$ cat src/verilog/fae_pkg.sv
package fae_pkg;

  // Array geometry: slices per row set the word width, four bits per slice.
  localparam int SLICE_W = 4;
  localparam int ROW_SLICES = 3;
  localparam int WORD_W = SLICE_W * ROW_SLICES;

  // Two-entry buffer in the write path.
  localparam int BUF_DEPTH = 2;
  localparam logic [1:0] BUF_FULL_COUNT = 2'h2;
  localparam logic [1:0] BUF_EMPTY_COUNT = 2'h0;

  // Clock rate and the width of the master clear pulse sent after reset.
  localparam int CLK_MHZ = 125;
  localparam int CLEAR_NS = 100;
  localparam int CLEAR_CYC = (CLEAR_NS * CLK_MHZ + 999) / 1000;
  localparam logic [3:0] CLEAR_LAST = 4'(CLEAR_CYC - 1);
  localparam logic [3:0] CLEAR_ZERO = 4'h0;

  // Synchroniser reset values: pins idle as after a master clear.
  localparam logic SYNC_FULL_N_RST = 1'h1;
  localparam logic SYNC_VALID_RST = 1'h0;

  // Write side sequencer states.
  typedef enum logic [1:0] {
    WR_CLEAR = 2'b00,
    WR_IDLE = 2'b01,
    WR_LOAD = 2'b10,
    WR_PUSH = 2'b11
  } fae_wr_state_t;

  // Read side sequencer states.
  typedef enum logic [1:0] {
    RD_HOLD = 2'b00,
    RD_WAIT = 2'b01,
    RD_DRAIN = 2'b10
  } fae_rd_state_t;

  // Input strobes that go to every slice of the top row together.
  typedef struct packed {
    logic parallel_word_load;
    logic stack_push_n;
  } fae_in_ctl_t;

  localparam fae_in_ctl_t IN_CTL_RST = '{parallel_word_load: 1'h0, stack_push_n: 1'h1};

endpackage : fae_pkg

$ cat src/verilog/fae_host.sv
// Contract
// - Depth cascade holds 63n+1 four-bit words.
// - Side-by-side slices give 64 words, 4n bits.
// - Most significant slice drives all push strobes; here the write sequencer drives them.
// - MSB valid flag drives every serial unload.
// - m-by-n array stores 63m+1 words, 4n wide.
// - Write on last full_n high; read on valid.
// - Row master serial enable tied low; slaves chained.
`timescale 1ns/1ps
module fae_host (
  input wire logic clk, // System clock, 125 MHz.
  input wire logic reset, // Synchronous reset, active high.
  input wire logic in_valid, // Upstream word offered.
  input wire logic [fae_pkg::WORD_W-1:0] in_data, // Upstream word.
  output logic in_ready, // Write buffer has room.
  output logic out_valid, // Extracted word held for downstream.
  output logic [fae_pkg::WORD_W-1:0] out_data, // Extracted word.
  input wire logic out_ready, // Downstream takes the word.
  output logic master_clear_n, // Clear to all slices, active low.
  output logic serial_in_enable_n, // Enable for the row master, held low.
  output fae_pkg::fae_in_ctl_t in_ctl, // Load and push strobes to the top row.
  output logic [fae_pkg::WORD_W-1:0] array_data, // Parallel data to the top row.
  input wire logic input_full_n, // Full flag of the last slave, top row.
  output logic parallel_unload, // Parallel unload strobe to the bottom row.
  output logic serial_unload_n, // Serial unload strobe to the bottom row.
  input wire logic output_valid_last, // Valid flag of the last slave, bottom row.
  input wire logic output_valid_msb, // Valid flag of the most significant slice.
  input wire logic [fae_pkg::WORD_W-1:0] array_q // Parallel data from the bottom row.
);

  localparam int SYNC_W = fae_pkg::WORD_W + 3;

  logic [SYNC_W-1:0] sync1_reg;
  logic [SYNC_W-1:0] sync2_reg;
  logic [SYNC_W-1:0] sync_rst;
  logic full_n_s;
  logic valid_last_s;
  logic valid_msb_s;
  logic [fae_pkg::WORD_W-1:0] q_s;

  // Every pin from the array crosses two flops; the first stage feeds only the second.
  assign sync_rst = {fae_pkg::SYNC_FULL_N_RST, fae_pkg::SYNC_VALID_RST, fae_pkg::SYNC_VALID_RST,
                     {fae_pkg::WORD_W{1'b0}}};
  always_ff @(posedge clk) begin
    if (reset) begin
      sync1_reg <= sync_rst;
      sync2_reg <= sync_rst;
    end else begin
      sync1_reg <= {input_full_n, output_valid_last, output_valid_msb, array_q};
      sync2_reg <= sync1_reg;
    end
  end
  assign {full_n_s, valid_last_s, valid_msb_s, q_s} = sync2_reg;

  // Write buffer state.
  logic [fae_pkg::WORD_W-1:0] mem_reg [fae_pkg::BUF_DEPTH];
  logic [fae_pkg::WORD_W-1:0] mem_next [fae_pkg::BUF_DEPTH];
  logic wptr_reg;
  logic wptr_next;
  logic rptr_reg;
  logic rptr_next;
  logic [1:0] count_reg;
  logic [1:0] count_next;
  logic in_ready_reg;
  logic in_ready_next;
  logic buf_push;
  logic buf_pop;

  // Write sequencer state.
  fae_pkg::fae_wr_state_t wr_reg;
  fae_pkg::fae_wr_state_t wr_next;
  logic [3:0] clr_cnt_reg;
  logic [3:0] clr_cnt_next;
  logic master_clear_n_reg;
  logic master_clear_n_next;
  fae_pkg::fae_in_ctl_t in_ctl_reg;
  fae_pkg::fae_in_ctl_t in_ctl_next;
  logic [fae_pkg::WORD_W-1:0] array_data_reg;
  logic [fae_pkg::WORD_W-1:0] array_data_next;

  // Read sequencer state.
  fae_pkg::fae_rd_state_t rd_reg;
  fae_pkg::fae_rd_state_t rd_next;
  logic parallel_unload_reg;
  logic parallel_unload_next;
  logic serial_unload_n_reg;
  logic serial_unload_n_next;
  logic serial_in_enable_n_reg;
  logic out_valid_reg;
  logic out_valid_next;
  logic [fae_pkg::WORD_W-1:0] out_data_reg;
  logic [fae_pkg::WORD_W-1:0] out_data_next;

  // Buffer next state; ready is registered from the next count so it never overpromises.
  always_comb begin
    buf_push = in_valid && in_ready_reg;
    mem_next = mem_reg;
    wptr_next = wptr_reg;
    rptr_next = rptr_reg;
    count_next = count_reg;
    if (buf_push) begin
      mem_next[wptr_reg] = in_data;
      wptr_next = ~wptr_reg;
    end
    if (buf_pop) begin
      rptr_next = ~rptr_reg;
    end
    if (buf_push && !buf_pop) begin
      count_next = count_reg + 2'h1;
    end else if (buf_pop && !buf_push) begin
      count_next = count_reg - 2'h1;
    end
    in_ready_next = (count_next != fae_pkg::BUF_FULL_COUNT);
  end

  always_ff @(posedge clk) begin
    if (reset) begin
      wptr_reg <= 1'b0;
      rptr_reg <= 1'b0;
      count_reg <= fae_pkg::BUF_EMPTY_COUNT;
      in_ready_reg <= 1'b0;
    end else begin
      wptr_reg <= wptr_next;
      rptr_reg <= rptr_next;
      count_reg <= count_next;
      in_ready_reg <= in_ready_next;
    end
  end

  // Storage needs no reset; only entries pushed since reset are ever read.
  always_ff @(posedge clk) begin
    mem_reg <= mem_next;
  end

  // Write sequencer: clear the array, then load a word and push it down.
  // Load is dropped in the same cycle the push goes low, because slices defer
  // their reinit until load is low and would otherwise stall the ripple.
  always_comb begin
    wr_next = wr_reg;
    clr_cnt_next = clr_cnt_reg;
    master_clear_n_next = master_clear_n_reg;
    in_ctl_next = in_ctl_reg;
    array_data_next = array_data_reg;
    buf_pop = 1'b0;
    case (wr_reg)
      fae_pkg::WR_CLEAR: begin
        if (clr_cnt_reg == fae_pkg::CLEAR_ZERO) begin
          master_clear_n_next = 1'b1;
          wr_next = fae_pkg::WR_IDLE;
        end else begin
          clr_cnt_next = clr_cnt_reg - 4'h1;
        end
      end
      fae_pkg::WR_IDLE: begin
        if ((count_reg != fae_pkg::BUF_EMPTY_COUNT) && full_n_s) begin
          array_data_next = mem_reg[rptr_reg];
          in_ctl_next.parallel_word_load = 1'b1;
          buf_pop = 1'b1;
          wr_next = fae_pkg::WR_LOAD;
        end
      end
      fae_pkg::WR_LOAD: begin
        if (!full_n_s) begin
          in_ctl_next.parallel_word_load = 1'b0;
          in_ctl_next.stack_push_n = 1'b0;
          wr_next = fae_pkg::WR_PUSH;
        end
      end
      fae_pkg::WR_PUSH: begin
        // The last slave's flag rises only after the reinit has rippled along the row.
        if (full_n_s) begin
          in_ctl_next.stack_push_n = 1'b1;
          wr_next = fae_pkg::WR_IDLE;
        end
      end
      default: begin
        wr_next = fae_pkg::WR_CLEAR;
      end
    endcase
  end

  always_ff @(posedge clk) begin
    if (reset) begin
      wr_reg <= fae_pkg::WR_CLEAR;
      clr_cnt_reg <= fae_pkg::CLEAR_LAST;
      master_clear_n_reg <= 1'b0;
      in_ctl_reg <= fae_pkg::IN_CTL_RST;
      array_data_reg <= '0;
    end else begin
      wr_reg <= wr_next;
      clr_cnt_reg <= clr_cnt_next;
      master_clear_n_reg <= master_clear_n_next;
      in_ctl_reg <= in_ctl_next;
      array_data_reg <= array_data_next;
    end
  end

  // Read sequencer: take a word once the last slave is valid, then drop the
  // unload strobe until the flag falls. A stalled consumer simply leaves the
  // word in the array. Data and flag share the same sync depth; the slice
  // presents data before its flag rises, so the captured word is settled.
  always_comb begin
    rd_next = rd_reg;
    parallel_unload_next = parallel_unload_reg;
    out_valid_next = out_valid_reg;
    out_data_next = out_data_reg;
    serial_unload_n_next = valid_msb_s;
    if (out_valid_reg && out_ready) begin
      out_valid_next = 1'b0;
    end
    case (rd_reg)
      fae_pkg::RD_HOLD: begin
        if (master_clear_n_reg) begin
          parallel_unload_next = 1'b1;
          rd_next = fae_pkg::RD_WAIT;
        end
      end
      fae_pkg::RD_WAIT: begin
        if (valid_last_s && !out_valid_reg) begin
          out_data_next = q_s;
          out_valid_next = 1'b1;
          parallel_unload_next = 1'b0;
          rd_next = fae_pkg::RD_DRAIN;
        end
      end
      fae_pkg::RD_DRAIN: begin
        if (!valid_last_s) begin
          parallel_unload_next = 1'b1;
          rd_next = fae_pkg::RD_WAIT;
        end
      end
      default: begin
        rd_next = fae_pkg::RD_HOLD;
      end
    endcase
  end

  always_ff @(posedge clk) begin
    if (reset) begin
      rd_reg <= fae_pkg::RD_HOLD;
      parallel_unload_reg <= 1'b0;
      serial_unload_n_reg <= 1'b0;
      out_valid_reg <= 1'b0;
      out_data_reg <= '0;
      serial_in_enable_n_reg <= 1'b0;
    end else begin
      rd_reg <= rd_next;
      parallel_unload_reg <= parallel_unload_next;
      serial_unload_n_reg <= serial_unload_n_next;
      out_valid_reg <= out_valid_next;
      out_data_reg <= out_data_next;
      serial_in_enable_n_reg <= 1'b0;
    end
  end

  assign in_ready = in_ready_reg;
  assign out_valid = out_valid_reg;
  assign out_data = out_data_reg;
  assign master_clear_n = master_clear_n_reg;
  assign serial_in_enable_n = serial_in_enable_n_reg;
  assign in_ctl = in_ctl_reg;
  assign array_data = array_data_reg;
  assign parallel_unload = parallel_unload_reg;
  assign serial_unload_n = serial_unload_n_reg;
endmodule : fae_host

$ cat config.mk
export PLATFORM = sky130hd
export DESIGN_NAME = fae_host
export DESIGN_NICKNAME = d
export VERILOG_FILES = /design/src/verilog/fae_pkg.sv /design/src/verilog/fae_host.sv
export SDC_FILE = /design/constraint.sdc
export NUM_CORES = 1
export LEC_CHECK = 0
export ABC_CLOCK_PERIOD_IN_PS = 3500
export BUFFER_PORTS_ARGS = -buffer_cell sky130_fd_sc_hd__buf_2
export CORE_AREA = 2 2 81 83
export DETAILED_ROUTE_END_ITERATION = 10
export DIE_AREA = 0 0 83 85
export PLACE_DENSITY = 0.8
export SETUP_SLACK_MARGIN = 0.5
export SYNTH_ARGS = -nofsm -noshare
export SYNTH_HDL_FRONTEND = slang
export SYNTH_SLANG_ARGS = --single-unit
$ cat constraint.sdc
create_clock -name clk -period 3.5 [get_ports clk]
set_input_delay 0.175 -clock clk [delete_from_list [all_inputs] [get_ports clk]]
set_output_delay 0.175 -clock clk [all_outputs]
set_load 0.01 [all_outputs]
==> run summary, run 1 <==
The run finished with clean final reports. The worst hold path passes through 2 cells. Overall via count from detail_route: 2264.

For the worst flop-to-flop path, the logic depth is 6. Hold path startpoint: array_q[7]. Of the synthesized area, sequential elements account for 63.1%. Along the worst path, the maximum fanout reaches 20. The final-report max-slew violation count was 0; the number of global-route vias before repair was 2178. In the synthesized netlist, the number of instances is 299. In the global route stage, met3 resource usage came out at 5.16%. The Yosys step of the flow raised 0 warnings.

In this run the worst hold path is classified as input port to flop. Share of post-route cells with drive strength above 1: 23.3%. During placement, the flow inserted port buffers numbering 61.

The met1 routing resource usage after global routing was 22.0%; the routed wire length per instance was 13.6 microns. The setup TNS after final layout was 0 ns. Starting density of the core: 55.8%. In the final design database the tool counted 406 nets. The maximum single-stage delay on the critical path was 0.52 ns; the maximum operating frequency was 474 MHz. After layout, the worst path uses 60.3% of the clock period. The global routing stage identified its most utilized layer as met2. The analysis attributes to net switching a power of 0.587 mW. The logs give 29.1% for the global-route met2 utilization and 1.39 ns for the worst reg-to-reg setup slack. The die extent in x was 83 microns.

The internal portion of the total power is 1.70 mW. The area growth from synthesis to layout is 19.4%. The tools report the relative contribution of combinational cells to total power as 11.7%.

The clock drives 97 sinks. The analysis attributes to cell leakage a power of 1.64 nW. The tools report the number of max-cap violations as 0.

The number of nets handed over by synthesis was 336. By area, the combinational part of the netlist is dominated by simple AND/OR/NAND/NOR gates. The cell area power density is 555 mW/mm^2. Among all flip-flop cells after synthesis, the most frequent one is sky130_fd_sc_hd__dfxtp_1. The worst setup path is captured at a flop.

The first global-routing pass estimated 9940 microns of wire. The tree is rooted in a sky130_fd_sc_hd__clkbuf_8. The initial antenna violation count came out at 0. The startpoint identified for the worst register-to-register timing path is wr_reg[1]$_SDFFE_PP0P_. The logs give 0.36 ns for the insertion delay to the later sink of the worst-skew pair and 17.9% for the all-layer global routing usage. STA puts the critical path data arrival time at 2.40 ns.

The number of flip-flops in the largest register works out to 24. 63 I/O pins were placed. For the final database, setup skew stands at 0.0152 ns.

The switching fraction of total power came out at 25.6%. The netlist uses 40 different library cells. The part of the total power dissipated in the clock network is 32.8%, and the number of violations reported at the end of detailed-routing iteration 0 is 115.

The portion of synthesized area spent on multiplexers is 5.60%. The core region is 0.00620 sq mm. Synthesis inferred 97 register bits. TritonCTS built the clock tree. Across the VDD grid, the largest voltage drop is 0.000352 V.

Hold repair after CTS inserted 11 buffers. From bottom edge to top edge, the die measures 85 microns. Once routing completed, OpenROAD measured the worst setup slack at 1.39 ns. Among cell families on the critical path, the largest total delay comes from multiplexers. The library cell used most frequently in the layout, excluding fill and tap cells, is sky130_fd_sc_hd__dfxtp_1. Of the total synthesized cell area, the portion taken by AND, OR, NAND and NOR gates is 15.1%. For this design, the slowest cell found on the critical path is sky130_fd_sc_hd__mux4_2.

After detailed routing, the number of vias per cell comes to 5.02. The worst register-to-register path ends at in_ready$_SDFF_PP0_. For the finished layout, the period the worst path requires is 2.11 ns. The H-tree generated during clock tree synthesis spans 3 levels. The run gives 0.00346 sq mm as the post-synthesis cell area. The sum of buffers and inverters on the critical path is 2.

Critical setup path kind: flop to flop. The signal on the critical path passes through inv_1 > ha_1 > and3b_1 > buf_4 > mux4_2 > nor2_1. After legalization and detailed placement, the total HPWL measured 3750 microns. The count of filler cells inserted in the layout came out at 460. After global routing the overflow that remains totals 0. Power share of the sequential group: 55.5%.

Number of enable flip-flop cells after synthesis: 24. The tools report the number of core rows as 29. The logs give 0.00706 sq mm for the full die area and 25.1% for the worst-case headroom to the max-slew limit.

Maximum number of pins on one net before global-route repair: 40. Setup repair after global routing left no endpoint under its margin. Kind of launch point of the worst setup path: a flop.

The footprint of the flip-flops and latches is 0.00218 sq mm. The run gives 0 as the remaining routing DRC violations. STA puts the critical path data required time at 3.79 ns. The routed design has 6130 microns of wire. After clock tree synthesis, the clock-pin slew on the worst setup and hold paths is 0.09 ns. Once the clock tree was built, the setup fixing pass inserted 0 buffers.

The number of antenna diodes in the final layout is 0. In this run the deepest clock path goes through 2 buffers. The count of endpoints failing hold in the final timing report is 0, and the worst slack after detailed placement is 1.41 ns.

The congestion estimate from routability-driven global placement came to 0.734. The end point of the worst hold path was sync1_reg[7]$_SDFF_PP0_. Of the total synthesized cell area, the portion taken by XOR and XNOR cells is 1.16%. In the synthesized netlist the async set-or-reset flop fraction comes to 0%. Average cell area after synthesis: 11.6 sq um. The tools report the count of antenna-violating nets left after detailed routing as 0.

The multi-input combinational cells in the finished layout cover a total of 0.00116 sq mm. For the pin with the worst max-slew slack, the measured transition is 1.12 ns. Fraction of the mapped netlist area in adder cells: 2.17%.

In this run, CTS created clock tree buffers numbering 9. The final-report setup violation count is 0. For this run, the detailed router's first-pass iteration total came to 4. After clock tree synthesis, the repair step resized 0 gates. The top cell types in the final layout, fill and taps aside, are sky130_fd_sc_hd__dfxtp_1, sky130_fd_sc_hd__buf_2, sky130_fd_sc_hd__nor2b_1, sky130_fd_sc_hd__nand2_1, sky130_fd_sc_hd__edfxtp_1. The post-synthesis compound-gate area fraction works out to 9.47%.
-- kinds of logic (layout without fill, tap and decap cells) --
| group | after synthesis | after routing |
|---|---|---|
| flip-flops | 97 | 97 |
| buffers and inverters | 25 | 100 |
| other | 1 | 1 |
| multiplexers | 18 | 18 |
| XOR/XNOR | 3 | 3 |
| AO/OA/AOI/OAI | 50 | 50 |
| adder cells (fa/ha/maj) | 6 | 6 |
| AND/OR/NAND/NOR | 99 | 99 |
-- per-layer routing --
| layer | vias up | routed length, microns | part of all wire (%) |
|---|---|---|---|
| li1 | 1163 | - | - |
| met1 | 1037 | 2660 | 43 |
| met2 | 54 | 3080 | 50 |
| met3 | 10 | 284 | 4.6 |
| met4 | 0 | 97 | 1.6 |
| met5 | - | 0 | 0 |
-- area by class of cell --
type / count / share of cell area, %
Inverter: 7 / 0.636
Tap cell: 77 / 2.33
Timing Repair Buffer: 77 / 11.1
Sequential cell: 97 / 52.8
Clock inverter: 7 / 1.97
Multi-Input combinational cell: 177 / 28.1
Clock buffer: 9 / 3.00
-- Yosys cell counts, drive strengths merged, types with 2 or more instances --
cell    number  share of area [%]
or2          4               0.72
buf          7                1.4
nand2       25                2.7
nor3         2               0.29
clkbuf      11                1.2
ha           6                2.2
a211oi      13                2.8
nor3b        2               0.43
inv          7               0.76
and3         4               0.72
o21ai        3               0.43
o21bai       2               0.43
dfxtp       73                 42
edfxtp      24                 21
nand2b       5               0.90
nor2b       30                5.4
mux2i       16                4.6
nor2        20                2.2
a31oi        4               0.72
a21oi       23                3.3
-- worst max path at each step --
stage	from	endpoint	slack, ns	cells after the start
6_report	wr_reg[1]$_SDFFE_PP0P_	in_ready$_SDFF_PP0_	1.39	6
3_5_place_dp	wr_reg[1]$_SDFFE_PP0P_	in_ready$_SDFF_PP0_	1.41	6
2_1_floorplan	clr_cnt_reg[0]$_SDFFE_PP0P_	wr_reg[1]$_SDFFE_PP0P_	1.91	6
4_1_cts	wr_reg[1]$_SDFFE_PP0P_	in_ready$_SDFF_PP0_	1.39	6
3_3_place_gp	wr_reg[1]$_SDFFE_PP0P_	in_ready$_SDFF_PP0_	1.50	6
5_1_grt	wr_reg[1]$_SDFFE_PP0P_	in_ready$_SDFF_PP0_	1.25	6
-- stage by stage --
| step | total power [mW] | hold slack [ns] | instance area (sq um) | util, % | instances |
|---|---|---|---|---|---|
| 3_5_place_dp | 1.55 | 0.367 | 3790 | 61.0 | 421 |
| 4_1_cts | 2.30 | 0.00135 | 4100 | 66.1 | 448 |
| 2_1_floorplan | 1.48 | 0.274 | 3460 | - | 299 |
| 3_3_place_gp | 1.54 | 0.362 | 3790 | 61.0 | 421 |
| 5_1_grt | 2.40 | 0.00139 | 4130 | 66.6 | 451 |
| 6_report | 2.29 | 0.0243 | 4130 | 66.6 | 451 |
-- power by group through the flow --
| stage | combinational [mW] | sequential, mW | clock (mW) |
|---|---|---|---|
| 6_report | 0.269 | 1.27 | 0.751 |
| 5_1_grt | 0.303 | 1.28 | 0.815 |
| 2_1_floorplan | 0.191 | 1.29 | 0 |
| 3_5_place_dp | 0.257 | 1.30 | 0 |
| 4_1_cts | 0.268 | 1.27 | 0.758 |
| 3_3_place_gp | 0.246 | 1.29 | 0 |
No activity file was read; power rests on OpenSTA's default activity.
==> inputs of run 2 (changes only) <==
--- a/config.mk
+++ b/config.mk
@@ -5,12 +5,13 @@
 export SDC_FILE = /design/constraint.sdc
 export NUM_CORES = 1
 export LEC_CHECK = 0
-export ABC_CLOCK_PERIOD_IN_PS = 3500
+export ABC_AREA = 1
+export ABC_CLOCK_PERIOD_IN_PS = 1800
 export BUFFER_PORTS_ARGS = -buffer_cell sky130_fd_sc_hd__buf_2
-export CORE_AREA = 2 2 81 83
+export CORE_AREA = 2 2 88 90
 export DETAILED_ROUTE_END_ITERATION = 10
-export DIE_AREA = 0 0 83 85
-export PLACE_DENSITY = 0.8
+export DIE_AREA = 0 0 90 92
+export PLACE_DENSITY = 0.73
 export SETUP_SLACK_MARGIN = 0.5
 export SYNTH_ARGS = -nofsm -noshare
 export SYNTH_HDL_FRONTEND = slang
==> constraint.sdc (replaced) <==
create_clock -name clk -period 1.8 [get_ports clk]
set_input_delay 0.09 -clock clk [delete_from_list [all_inputs] [get_ports clk]]
set_output_delay 0.09 -clock clk [all_outputs]
set_load 0.01 [all_outputs]
==> run 2 against run 1 <==
Net effect:
- cell area is 11% higher
- combinational power grew to 5.9 times the previous value
- register-to-register slack got worse by 0.86 ns
- sequential cell count unchanged
- worst hold slack improved by 0.076 ns
- sequential share of layout area decreased by 4.9 points
- critical path type unchanged
- highest routed layer unchanged
==> run summary, run 2 <==
The setup TNS after final layout is 0 ns. The first routing iteration left 126 violations. The starting density of the core is 46.7%, and the data arrival time of the critical path is 1.53 ns. The clock arrives with 0.0108 ns of skew. The tools report the worst flop-to-flop path endpoint as in_ctl[1]$_SDFFE_PP0P_.

Setup violations remaining at the end of the flow were counted as 0. The portion of netlist area occupied by mux cells is 0%, and the post-synthesis compound-gate area fraction is 7.73%. STA classifies the critical path endpoint as a flop. For the finished layout, the period the worst path requires is 1.27 ns.

The number of CTS-inserted buffers is 9, and the switching fraction of total power is 31.9%. The placed instances occupy a cell area of 0.00387 sq mm. The clock net in this run drives a total of 97 sinks.

The most frequent cell after synthesis is sky130_fd_sc_hd__dfxtp_1. After synthesis, the cell types taking the most area are sky130_fd_sc_hd__dfxtp_1, sky130_fd_sc_hd__edfxtp_1, sky130_fd_sc_hd__nor2_1, sky130_fd_sc_hd__inv_1, sky130_fd_sc_hd__nand2_1. The logs give 4 for the first-pass iteration count of the detailed router and 5.57 mW for the post-route total power. The root buffer cell chosen for the clock tree is sky130_fd_sc_hd__clkbuf_8. The run gives 0.000587 V as the worst supply voltage drop on vdd.

The region available for standard cell placement spans 0.00745 sq mm. The remaining routing DRC violations is 0, and the synthesized-area fraction occupied by and/or/nand/nor cells is 17.6%. 63 I/O pins were placed.

The post-synthesis to final-layout area growth was 31.7%; the transition time at the pin with the least slew margin was 0.536 ns. Counting cells, the worst reg-to-reg path comes to 6. The initial antenna violation count came out at 0. Yosys mapped a number of flops with a built-in enable equal to 24.

The number of vias per cell after detailed routing is 4.38, and the number of flip-flops in the largest register is 24. In this run the remaining antenna-violating nets after routing total 0. Summing the areas of all fa, ha and maj instances in the mapped netlist gives 2.16% of the synthesized area. The number of nets in the layout is 523. The analysis attributes to cell leakage a power of 2.08 nW. The hold path startpoint was reset. The run finished with clean final reports. Wires add up to 6580 microns. The floorplan has 32 rows. Setup repair after global routing could not meet its margin everywhere. The number of placed instances with taps included was 536.

The tools report the count of endpoints failing hold in the final timing report as 0. Of the available clock period, the critical path in the final layout requires 70.4%. For the number of global-route vias before repair, the log shows 2412.

The commonest cells after synthesis are sky130_fd_sc_hd__dfxtp_1, sky130_fd_sc_hd__nor2_1, sky130_fd_sc_hd__inv_1, sky130_fd_sc_hd__nand2_1, sky130_fd_sc_hd__edfxtp_1. The first global-routing pass estimated 10800 microns of wire. TritonCTS built the clock tree. For this run, the share of the core covered by cells in the final layout is 61.5%.

Data required time at the worst endpoint: 2.06 ns. The startpoint identified for the worst register-to-register timing path is wr_reg[1]$_SDFFE_PP0P_. The clock transition at the register clock pins on the worst setup and hold paths after CTS is 0.10 ns, and the maximum clock insertion buffer count is 2. The cell area power density came out at 1210 mW/mm^2. The run gives 420 as the synthesized net count.

The insertion delay to the later sink of the worst-skew pair came out at 0.36 ns. STA classifies the critical path startpoint as a flop. Combinational logic is responsible for 28.7% of the overall power. From left edge to right edge, the die measures 90 microns. The worst reg-to-reg setup slack was 0.53 ns; the die height was 92 microns. The detailed placement HPWL is 3900 microns.

The synthesized design contains 97 register bits. The sequential fraction of the synthesis area was 62.7%; the share of the synthesized area in the top cell type was 42.0%. The dominant combinational cell family by area after synthesis was simple AND/OR/NAND/NOR gates. Along the worst path, the maximum fanout reaches 14. The antenna diode instance count came out at 0. The synthesized netlist devotes 0.252% of its cell area to XOR and XNOR gates. The full die area came out at 0.00828 sq mm. Internal power contribution: 3.79 mW. Per report_power, the clock group accounts for 23.5% of the total. The run gives 1.78 mW as the net switching power. The min-delay analysis places its worst path in the category input port to flop.

Number of cells in the finished layout apart from fillers: 593. In the synthesized netlist the dominant register cell turns out to be sky130_fd_sc_hd__dfxtp_1. The power share of the sequential group was 47.8%. The quantity of I/O buffers inserted on ports works out to 61. Most frequent standard cell in the layout excluding fill and tap cells: sky130_fd_sc_hd__dfxtp_1. The average cell area after synthesis works out to 9.09 sq um. The biggest area contributor in the post-synthesis netlist is sky130_fd_sc_hd__dfxtp_1.

The routed wire length per instance was 11.1 microns. During synthesis, Yosys emitted a total of 0 warnings. The synthesized netlist occupies a cell area of 0.00348 sq mm. Across the run, the number of max-cap violations was 0. The logs give 35 for the maximum number of pins on one net before global-route repair and 0.683 for the global placement routability congestion. Counting instances, the worst hold path has a depth of 2. Of all flip-flops after synthesis, the portion carrying an async set or reset was 0%. The post-route netlist has 27.3% of its cells at a drive strength greater than 1. Synthesis produced 383 cells. Static timing analysis puts the maximum clock frequency at 789 MHz.

The critical setup path kind is flop to flop. In the global route stage, overall resource usage came out at 16.6%. Measured against its own limit, the worst slew margin works out to 64.2%. For hold timing, the worst endpoint is sync1_reg[4]$_SDFF_PP0_. The count of unique library cells instantiated by Yosys came out at 29.

For the total grt overflow, the log shows 0. In the layout the commonest cells are sky130_fd_sc_hd__dfxtp_1, sky130_fd_sc_hd__buf_2, sky130_fd_sc_hd__nor2_1, sky130_fd_sc_hd__nand2_1, sky130_fd_sc_hd__inv_1. The logs give 0.00458 sq mm for the area of all placed cells without fillers and 2599 for the overall via count from detail_route. The maximum level of the CTS H-tree is 3, and the final-report max-slew violation count is 0.
-- run 2: cell types whose count changed after synthesis, moves of 5 or more --
cell,change
sky130_fd_sc_hd__o21ai_1,+17
sky130_fd_sc_hd__a211oi_1,-13
sky130_fd_sc_hd__mux2i_1,-16
sky130_fd_sc_hd__nor2_1,+42
sky130_fd_sc_hd__nand2_1,+35
sky130_fd_sc_hd__nand3_1,+11
sky130_fd_sc_hd__o21ai_0,+7
sky130_fd_sc_hd__nand2b_1,-5
sky130_fd_sc_hd__inv_1,+53
sky130_fd_sc_hd__clkbuf_1,-7
sky130_fd_sc_hd__nor2b_1,-30
sky130_fd_sc_hd__inv_2,+5
-- run 2: critical path: stages (launching register included) --
cell and delay [ns]:
sky130_fd_sc_hd__dfxtp_4 0.39, sky130_fd_sc_hd__inv_4 0.05, sky130_fd_sc_hd__ha_4 0.18, sky130_fd_sc_hd__buf_4 0.15
sky130_fd_sc_hd__nand3_4 0.14, sky130_fd_sc_hd__nor2_1 0.06, sky130_fd_sc_hd__o211a_1 0.20
-- run 2: timing repair --
item	CTS	global route
gates cloned	1	0
endpoints found under the hold margin	40	0
hold buffers	28	0
gates resized for setup	12	27
endpoints found under the setup margin	20	36
pin swaps	5	12
buffers inserted	4	8
-- run 2: power groups by stage --
stage / Sequential (mW) / Combinational, mW / Clock (mW)
final: 2.66 / 1.60 / 1.31
after global routing: 2.69 / 1.80 / 1.45
after CTS: 2.64 / 1.31 / 1.35
after detailed placement: 2.67 / 1.09 / 0
after global placement: 2.66 / 1.03 / 0
after floorplan: 2.69 / 0.773 / 0
-- run 2: cell type report --
| cell class | count | area [sq um] |
|---|---|---|
| Timing Repair Buffer | 105 | 731 |
| Multi-Input combinational cell | 207 | 1080 |
| Tap cell | 102 | 128 |
| Clock buffer | 9 | 124 |
| Inverter | 66 | 260 |
| Sequential cell | 97 | 2190 |
| Fill cell | 636 | 2870 |
| Clock inverter | 7 | 63.8 |
-- run 2: through the flow --
stage | worst slack (ns) | hold slack (ns)
6_report | 0.533 | 0.100
5_1_grt | 0.433 | 0.117
4_1_cts | 0.490 | 0.0896
3_5_place_dp | 0.229 | 0.281
3_3_place_gp | 0.336 | 0.278
2_1_floorplan | 0.539 | 0.189
-- run 2: worst max path at each step --
stage | endpoint | startpoint | cells past startpoint
floorplan | wr_reg[1]$_SDFFE_PP0P_ | wr_reg[0]$_SDFFE_PP0P_ | 8
global placement | in_ready$_SDFF_PP0_ | count_reg[0]$_SDFF_PP0_ | 8
detailed placement | in_ready$_SDFF_PP0_ | wr_reg[1]$_SDFFE_PP0P_ | 7
CTS | in_ready$_SDFF_PP0_ | count_reg[0]$_SDFF_PP0_ | 8
global route | in_ready$_SDFF_PP0_ | count_reg[1]$_SDFF_PP0_ | 8
finish | in_ctl[1]$_SDFFE_PP0P_ | wr_reg[1]$_SDFFE_PP0P_ | 6
-- run 2: cell families after synthesis --
| logic type | count (synthesis) |
|---|---|
| simple gates | 146 |
| flops | 97 |
| buf+inv | 80 |
| compound gates | 52 |
| fa+ha+maj | 6 |
| xor+xnor | 1 |
| other cells | 1 |
-- run 2: routing by layer --
metal | wire, microns | GRT usage, %
met4 | 149 | 8.72
met5 | 0 | 0
met1 | 2790 | 18.9
met3 | 188 | 2.88
met2 | 3450 | 29.9
